$ cat src/common/col_slave_defines.vh
/*
 * Constants for the two-wire column driver command slave.
 * Assumes inclusion by bare name from design files; definitions only.
 */
`ifndef COL_SLAVE_DEFINES_VH
`define COL_SLAVE_DEFINES_VH
// Command byte fields
`define CMD_CONT_BIT 7
`define CMD_RAM_ACCESS_PFX 3'h7
`define CMD_START_BANK_PFX 5'h1f
`define CMD_DEV_SEL_PFX 3'h6
`define CMD_MODE_NOT_ALLOWED 2'h3
`define COL_MAX 6'h27
// Reset values
`define MODE_RST 2'h0
`define BANK_RST 2'h0
`define COL_RST 6'h00
`define SUBADDR_RST 4'h0
// Slave address, arbitrary neutral default (bits 7..1)
`define SLAVE_ADDR 7'h3c
// Fifo shape
`define FIFO_WIDTH 8
`define FIFO_DEPTH 16
`define FIFO_AW 4
`endif

$ cat src/hw/byte_fifo.v
/*
 * Synchronous FIFO with valid/ready on both sides; read data registered.
 * Assumes a single clock and synchronous active-low reset.
 */
`timescale 1ns/1ns
module byte_fifo #(
    parameter WIDTH = 8,
    parameter DEPTH = 16,
    parameter AW = 4
) (
    input wire sys_clk_i,
    input wire nrst_i,
    input wire [WIDTH-1:0] in_data_i,
    input wire in_valid_i,
    output wire in_ready_o,
    output reg [WIDTH-1:0] out_data_o,
    output reg out_valid_o,
    input wire out_ready_i
);
    reg [WIDTH-1:0] mem_r [0:DEPTH-1];
    reg [AW-1:0] wptr_r;
    reg [AW-1:0] rptr_r;
    reg [AW:0] count_r;
    wire push;
    wire pop;
    wire store_empty;
    wire [AW+1:0] level;

    ////////////////////////////////////////////////////////////////
    // Flags; the output register counts toward the depth, so at most DEPTH words
    assign store_empty = (count_r == {(AW+1){1'b0}});
    assign level = {1'b0, count_r} + {{(AW+1){1'b0}}, out_valid_o};
    assign in_ready_o = (level < DEPTH[AW+1:0]);
    assign push = in_valid_i && in_ready_o;
    assign pop = !store_empty && (!out_valid_o || out_ready_i);

    // Storage and pointers
    always @(posedge sys_clk_i) begin
        if (push) begin
            mem_r[wptr_r] <= in_data_i;
        end
        if (!nrst_i) begin
            wptr_r <= {AW{1'b0}};
            rptr_r <= {AW{1'b0}};
            count_r <= {(AW+1){1'b0}};
            out_valid_o <= 1'b0;
            out_data_o <= {WIDTH{1'b0}};
        end else begin
            if (push) begin
                wptr_r <= wptr_r + 1'b1;
            end
            if (pop) begin
                rptr_r <= rptr_r + 1'b1;
                out_data_o <= mem_r[rptr_r];
                out_valid_o <= 1'b1;
            end else if (out_ready_i) begin
                out_valid_o <= 1'b0;
            end
            count_r <= count_r + {{AW{1'b0}}, push} - {{AW{1'b0}}, pop};
        end
    end
endmodule

$ cat src/hw/col_cmd_slave.v
/*
 * Two-wire bus slave front end of a display column driver: start/stop
 * detection, bit shifting, acknowledge, command decode, data stream FIFO.
 * Assumes scl/sda arrive asynchronously and the system clock is far faster.
 */
// Notes on behaviour
// - Memory-access command sets mode; 11 refused
// - Memory-access copies low two bits to bank
// - Column load copies low six bits; values above 39 are ignored and leave the pointer unchanged
// - One bit per clock; sda stable high
// - Sda fall/rise with scl high: start/stop
// - Eight bits then one acknowledge slot
// - No limit on bytes per transfer
// - Transmitter releases sda during acknowledge
// - Acknowledge every received byte when addressed; data bytes are left unacknowledged while the FIFO is full
// - Acknowledger holds sda low through clock high
// - No acknowledge ends read; sda released
// - Top command bit is continuation flag
// - Prefix 11111 is start-bank command
// - Column pointer advances as each display byte is loaded for sending or accepted into the FIFO; a refused byte leaves it
`timescale 1ns/1ns
`include "col_slave_defines.vh"
module col_cmd_slave (
    input wire sys_clk_i,
    input wire nrst_i,
    input wire scl_i,
    input wire sda_i,
    output wire sda_o,
    output reg sda_oe_o,
    output reg [1:0] access_mode_o,
    output reg [1:0] bank_select_o,
    output reg [5:0] column_pointer_o,
    output reg [1:0] top_bank_o,
    output reg [3:0] subaddr_o,
    output reg busy_o,
    output wire [7:0] wr_data_o,
    output wire wr_valid_o,
    input wire wr_ready_i,
    input wire [7:0] rd_data_i,
    output reg rd_req_o
);
    localparam ST_IDLE = 3'h0;
    localparam ST_ADDR = 3'h1;
    localparam ST_CMD = 3'h2;
    localparam ST_WDATA = 3'h3;
    localparam ST_RDATA = 3'h4;

    reg [1:0] scl_s;
    reg [1:0] sda_s;
    reg scl_d_r;
    reg sda_d_r;
    reg [2:0] state_r;
    reg [7:0] shift_r;
    reg [3:0] bitcnt_r;
    reg ack_phase_r;
    reg rd_mode_r;
    reg master_nak_r;
    reg fifo_push_r;
    reg [7:0] fifo_in_r;
    wire fifo_ready;
    wire scl_rise;
    wire scl_fall;
    wire start_det;
    wire stop_det;

    ////////////////////////////////////////////////////////////////
    // Sda is open drain: only ever driven low
    assign sda_o = 1'b0;

    // Two-flop synchronisers, then edge history from second stage
    always @(posedge sys_clk_i) begin
        if (!nrst_i) begin
            scl_s <= 2'h3;
            sda_s <= 2'h3;
            scl_d_r <= 1'b1;
            sda_d_r <= 1'b1;
        end else begin
            scl_s <= {scl_s[0], scl_i};
            sda_s <= {sda_s[0], sda_i};
            scl_d_r <= scl_s[1];
            sda_d_r <= sda_s[1];
        end
    end

    // Bus conditions; sda change while scl high is control
    assign scl_rise = scl_s[1] && !scl_d_r;
    assign scl_fall = !scl_s[1] && scl_d_r;
    assign start_det = scl_s[1] && scl_d_r && sda_d_r && !sda_s[1];
    assign stop_det = scl_s[1] && scl_d_r && !sda_d_r && sda_s[1];

    ////////////////////////////////////////////////////////////////
    // Command decode helpers
    function is_ram_access;
        input [7:0] b;
        begin
            is_ram_access = (b[6:4] == `CMD_RAM_ACCESS_PFX)
                && (b[3:2] != `CMD_MODE_NOT_ALLOWED);
        end
    endfunction

    function is_start_bank;
        input [7:0] b;
        begin
            is_start_bank = (b[6:2] == `CMD_START_BANK_PFX);
        end
    endfunction

    ////////////////////////////////////////////////////////////////
    // Byte stream FIFO toward the display memory
    byte_fifo #(
        .WIDTH(`FIFO_WIDTH),
        .DEPTH(`FIFO_DEPTH),
        .AW(`FIFO_AW)
    ) u_fifo (
        .sys_clk_i(sys_clk_i),
        .nrst_i(nrst_i),
        .in_data_i(fifo_in_r),
        .in_valid_i(fifo_push_r),
        .in_ready_o(fifo_ready),
        .out_data_o(wr_data_o),
        .out_valid_o(wr_valid_o),
        .out_ready_i(wr_ready_i)
    );

    ////////////////////////////////////////////////////////////////
    // Protocol engine
    always @(posedge sys_clk_i) begin
        if (!nrst_i) begin
            state_r <= ST_IDLE;
            shift_r <= 8'h00;
            bitcnt_r <= 4'h0;
            ack_phase_r <= 1'b0;
            rd_mode_r <= 1'b0;
            master_nak_r <= 1'b0;
            sda_oe_o <= 1'b0;
            fifo_push_r <= 1'b0;
            fifo_in_r <= 8'h00;
            rd_req_o <= 1'b0;
            busy_o <= 1'b0;
            access_mode_o <= `MODE_RST;
            bank_select_o <= `BANK_RST;
            column_pointer_o <= `COL_RST;
            top_bank_o <= `BANK_RST;
            subaddr_o <= `SUBADDR_RST;
        end else begin
            fifo_push_r <= 1'b0;
            rd_req_o <= 1'b0;
            if (start_det) begin
                // Start only counts from an idle or ongoing bus
                state_r <= ST_ADDR;
                bitcnt_r <= 4'h0;
                ack_phase_r <= 1'b0;
                // Every frame opens with an address write, whatever came before
                rd_mode_r <= 1'b0;
                sda_oe_o <= 1'b0;
                busy_o <= 1'b1;
            end else if (stop_det) begin
                state_r <= ST_IDLE;
                sda_oe_o <= 1'b0;
                busy_o <= 1'b0;
            end else if (state_r != ST_IDLE) begin
                if (scl_rise && !ack_phase_r) begin
                    // Sample one bit per clock pulse
                    shift_r <= {shift_r[6:0], sda_s[1]};
                    bitcnt_r <= bitcnt_r + 4'h1;
                end else if (scl_rise && ack_phase_r && rd_mode_r) begin
                    master_nak_r <= sda_s[1];
                end else if (scl_fall && !ack_phase_r && bitcnt_r == 4'h8) begin
                    // Eighth bit done: enter acknowledge slot
                    ack_phase_r <= 1'b1;
                    bitcnt_r <= 4'h0;
                    if (rd_mode_r) begin
                        sda_oe_o <= 1'b0;
                    end else begin
                        case (state_r)
                            ST_ADDR: begin
                                if (shift_r[7:1] == `SLAVE_ADDR) begin
                                    sda_oe_o <= 1'b1;
                                    rd_mode_r <= shift_r[0];
                                    state_r <= shift_r[0] ? ST_RDATA : ST_CMD;
                                    if (shift_r[0]) begin
                                        rd_req_o <= 1'b1;
                                    end
                                end else begin
                                    state_r <= ST_IDLE;
                                end
                            end
                            ST_CMD: begin
                                sda_oe_o <= 1'b1;
                                if (!shift_r[`CMD_CONT_BIT]) begin
                                    state_r <= ST_WDATA;
                                end
                                if (is_start_bank(shift_r)) begin
                                    top_bank_o <= shift_r[1:0];
                                end else if (is_ram_access(shift_r)) begin
                                    access_mode_o <= shift_r[3:2];
                                    bank_select_o <= shift_r[1:0];
                                end else if (!shift_r[6]
                                    && shift_r[5:0] <= `COL_MAX) begin
                                    column_pointer_o <= shift_r[5:0];
                                end else if (shift_r[6:4] == `CMD_DEV_SEL_PFX) begin
                                    subaddr_o <= shift_r[3:0];
                                end
                            end
                            ST_WDATA: begin
                                // Ack while FIFO has room; stream is unbounded
                                sda_oe_o <= fifo_ready;
                                fifo_push_r <= fifo_ready;
                                fifo_in_r <= shift_r;
                                if (fifo_ready) begin
                                    column_pointer_o <= (column_pointer_o == `COL_MAX)
                                        ? `COL_RST : column_pointer_o + 6'h01;
                                end
                            end
                            default: begin
                                state_r <= ST_IDLE;
                            end
                        endcase
                    end
                end else if (scl_fall && ack_phase_r) begin
                    // Leave acknowledge slot, held low across high phase
                    ack_phase_r <= 1'b0;
                    if (rd_mode_r) begin
                        if (master_nak_r) begin
                            sda_oe_o <= 1'b0;
                            state_r <= ST_IDLE;
                        end else begin
                            shift_r <= rd_data_i;
                            sda_oe_o <= !rd_data_i[7];
                            // Count from zero so the slot follows the eighth bit
                            bitcnt_r <= 4'h0;
                            rd_req_o <= 1'b1;
                            column_pointer_o <= (column_pointer_o == `COL_MAX)
                                ? `COL_RST : column_pointer_o + 6'h01;
                        end
                    end else begin
                        sda_oe_o <= 1'b0;
                    end
                end else if (rd_mode_r && scl_fall && !ack_phase_r) begin
                    // Transmit next bit, msb first
                    if (bitcnt_r == 4'h0) begin
                        bitcnt_r <= 4'h1;
                    end
                    sda_oe_o <= !shift_r[7];
                end
            end
        end
    end
endmodule

$ cat config.mk
export PLATFORM = sky130hd
export DESIGN_NAME = col_cmd_slave
export DESIGN_NICKNAME = d
export VERILOG_FILES = /design/src/hw/byte_fifo.v /design/src/hw/col_cmd_slave.v
export VERILOG_INCLUDE_DIRS = /design/src /design/src/common
export SDC_FILE = /design/constraint.sdc
export NUM_CORES = 1
export LEC_CHECK = 0
export ABC_CLOCK_PERIOD_IN_PS = 4050
export BUFFER_PORTS_ARGS = -buffer_cell sky130_fd_sc_hd__buf_2
export CORE_MARGIN = 4
export CORE_UTILIZATION = 40
export CTS_CLUSTER_SIZE = 40
export DETAILED_ROUTE_END_ITERATION = 16
export GPL_TIMING_DRIVEN = 0
export PLACE_DENSITY = 0.67
export SYNTH_ARGS = -nofsm -noshare
export SYNTH_HDL_FRONTEND = slang
export SYNTH_SLANG_ARGS = --single-unit
$ cat constraint.sdc
create_clock -name sys_clk_i -period 4.05 [get_ports sys_clk_i]
set_input_delay 0.81 -clock sys_clk_i [delete_from_list [all_inputs] [get_ports sys_clk_i]]
set_output_delay 0.81 -clock sys_clk_i [all_outputs]
set_load 0.01 [all_outputs]
==> impl_metrics.ini <==
[final_layout]
fin_nets = 742
syn_to_final_growth_pct = 13.45
drive_above_1_share = 0.1713
n_antenna_cell = 0
fillers = 1889

[place]
gp_congestion = 0.8916
io_buffers = 40
dpl.hpwl_mm = 12.93
pre_cts_slack_ns = 0.5214

[grt]
grt_pass1_vias = 5289
grt_max_degree = 18
grt_pass1_wl_mm = 30.44
overflow = 0
antenna_found_initial = 0
track_usage = 0.1586

[timing]
slew_violations = 0
fin_setup_tns_ns = 0
hold_viol = 0
tightest_slew_ns = 1.259
post-route-period-util = 0.8299
setup_violations = 0
skew_ns = 0.007341
max_slew_margin = 0.1542
max_freq_mhz = 297.5
fin_crit_ns = 3.361
fin_ws_ns = 0.6890
grt_setup_unrepaired = false

[power_and_ir_drop]
ir_drop_v = 0.0003428
cellLeakagePower_nw = 3.375
powerDensity_nw_per_um2 = 518.1

[cts]
root_buffer = clkbuf_16
cts_buffers = 21
tritoncts = built
cts_sinks = 202
cts-resized-gates = 0
post_cts_buffers = 0
clk_latency_ns = 0.49
clk_pin_slew_worst_paths_ns = 0.06
ctsHoldBuffers = 0
clock_path_buffers = 3
htree_levels = 1

[detailed_routing]
drc = 0
drt_wl_total_mm = 19.20
num_vias = 5423
routed_via_density = 5.428
dr.pass1.iters = 4
final_antenna_net_count = 0
wl_per_cell_um = 19.22
drtIter0Drc = 397

[floorplan]
rows = 53
dieHeight_um = 155.8
core_area_um2 = 21290
die-area_um2 = 24280
start_util = 0.4107
ios = 42
die_w_um = 155.8

[synthesis]
synthMuxAreaShare = 0.1272
yosys_warnings = 0
synth_seq_area_share = 0.6091
synth_area_leaders = edfxtp_1 44%, dfxtp_1 17%, mux4_2 8.2%
synthSimpleGateAreaFrac = 0.1214
synth_nets = 679
synth_xor_area_frac = 0.009017
syn_inst = 646
ys_top_cells_by_count = 128 x edfxtp_1, 74 x dfxtp_1, 52 x nor2_1, 38 x mux2i_1, 32 x mux4_2
synth_edf_count = 128
avgSynthCellArea_um2 = 13.53
synth_top_family_by_area = multiplexers
yosysMostFrequentCell = edfxtp_1
synth_flop_cell = edfxtp_1
synthesis.area_um2 = 8742
netlist.top_cell.by_area = edfxtp_1
synth_fa_ha_area_frac = 0.02948
netlist.area_leader.share = 0.4397
ys_types = 69
ys_seq_elements = 202
synth_compound_area_frac = 0.07700
ys_async_sr_fraction = 0

[setup_path]
worstPathArrival_ns = 3.70
slowest_delay_ns = 0.60
path_delay_family = compound AO/OA/AOI/OAI gates
rr_worst_depth = 13
crit_path_top_delay_cell = a211oi_1
required_ns = 4.39
crit_chain = ha_1 > and2_1 > a211oi_1 > o21a_1 > clkbuf_1 > ha_1 > inv_1 > fa_1 > inv_1 > a21oi_1 > nor2_1 > or3_1 > a21oi_1
crit_path_end_kind = flip-flop
cp_max_fo = 10
start_kind = flip-flop
worstSetupPathDepth = 13
criticalPathCategory = flip-flop to flip-flop
critPathBufInv = 3

[job]
cap_violations = 0

[hold_path]
hold_depth = 1
hp-class = flip-flop to flip-flop

[status]
status = complete, no violations
## registers in the layout, indices dropped and copies added, names as in the netlist, 2 cells and up
register	count
column_pointer_o	6
u_fifo.out_data_o	8
u_fifo.wptr_r	4
scl_s	2
u_fifo.count_r	5
state_r	3
top_bank_o	2
access_mode_o	2
sda_s	2
bank_select_o	2
subaddr_o	4
bitcnt_r	4
fifo_in_r	8
u_fifo.rptr_r	4
shift_r	8
u_fifo.mem_r	128
## worst paths after layout
kind | start | endpoint | slack, ns
hold / removal | sda_s[0] | sda_s[1] | 0.42
hold reg to reg | sda_s[0] | sda_s[1] | 0.42
setup reg to reg | u_fifo.count_r[1] | u_fifo.count_r[4] | 0.69
setup / recovery | u_fifo.count_r[1] | u_fifo.count_r[4] | 0.69
## stage by stage
| step | power, mW | std cells | util | cell area [um2] | hold slack [ns] |
|---|---|---|---|---|---|
| after floorplan | 3.123 | 646 | - | 8742 | 0.3863 |
| after global placement | 3.389 | 961 | 0.4363 | 9286 | 0.3939 |
| after detailed placement | 3.402 | 961 | 0.4363 | 9286 | 0.3965 |
| after CTS | 5.194 | 999 | 0.4659 | 9918 | 0.4365 |
| after global routing | 5.390 | 999 | 0.4659 | 9918 | 0.4537 |
| final | 5.138 | 999 | 0.4659 | 9918 | 0.4238 |
## layer usage
metal / track usage / share of wire / vias to the layer above
met4: 0.03001 / 0.012 / 0
met1: 0.2328 / 0.46 / 2658
li1: - / - / 2588
met5: 0 / 0 / -
met2: 0.2515 / 0.48 / 153
met3: 0.02718 / 0.055 / 24
## worst register-to-register path, stage by stage, from the launching register on
cell and delay (ns):
dfxtp_1 0.38, ha_1 0.22, and2_1 0.15, a211oi_1 0.60, o21a_1 0.37, clkbuf_1 0.37, ha_1 0.25, inv_1 0.06
fa_1 0.41, inv_1 0.07, a21oi_1 0.06, nor2_1 0.11, or3_1 0.12, a21oi_1 0.06
## cell type report
class                   count  area (um2)  share of cell area
multi-input cells         389        3187              0.3213
clock buffers              31       573.1             0.05778
clock inverters             7       58.81            0.005929
repair buffers             40       200.2             0.02018
inverters                  20       75.07            0.007569
well taps                 275       344.1             0.03469
plain buffers              35       155.1             0.01564
flip-flops and latches    202        5325              0.5369
## report_power, final
group	internal (mW)	switching [mW]	leakage (nW)
combinational	0.507	0.549	1.28
clock	1.04	0.745	0.305
sequential	2.24	0.0564	1.79
total	3.79	1.35	3.38
## logic make-up (layout without fill, tap and decap cells)
family / Yosys count / after routing
AND/OR/NAND/NOR: 192 / 192
other: 1 / 1
flip-flops: 202 / 202
adder cells (fa/ha/maj): 20 / 20
multiplexers: 71 / 71
buffers and inverters: 55 / 133
AO/OA/AOI/OAI: 96 / 96
XOR/XNOR: 9 / 9
## layout by cell type (no fill, tap or decap), drive strengths merged, types with 5 or more instances in the layout
| master | count |
|---|---|
| xor2 | 5 |
| edfxtp | 128 |
| inv | 21 |
| mux4 | 32 |
| a21oi | 29 |
| o22a | 9 |
| dfxtp | 74 |
| nor3 | 16 |
| clkbuf | 52 |
| nor2b | 8 |
| nand2 | 31 |
| buf | 54 |
| mux2i | 38 |
| a311oi | 8 |
| nor4 | 5 |
| and2 | 6 |
| nand3 | 10 |
| o21ai | 12 |
| nor2 | 52 |
| clkinv | 5 |
| nand2b | 21 |
| ha | 19 |
| and3 | 16 |
Note: power is estimated with default switching activity, not from simulation.
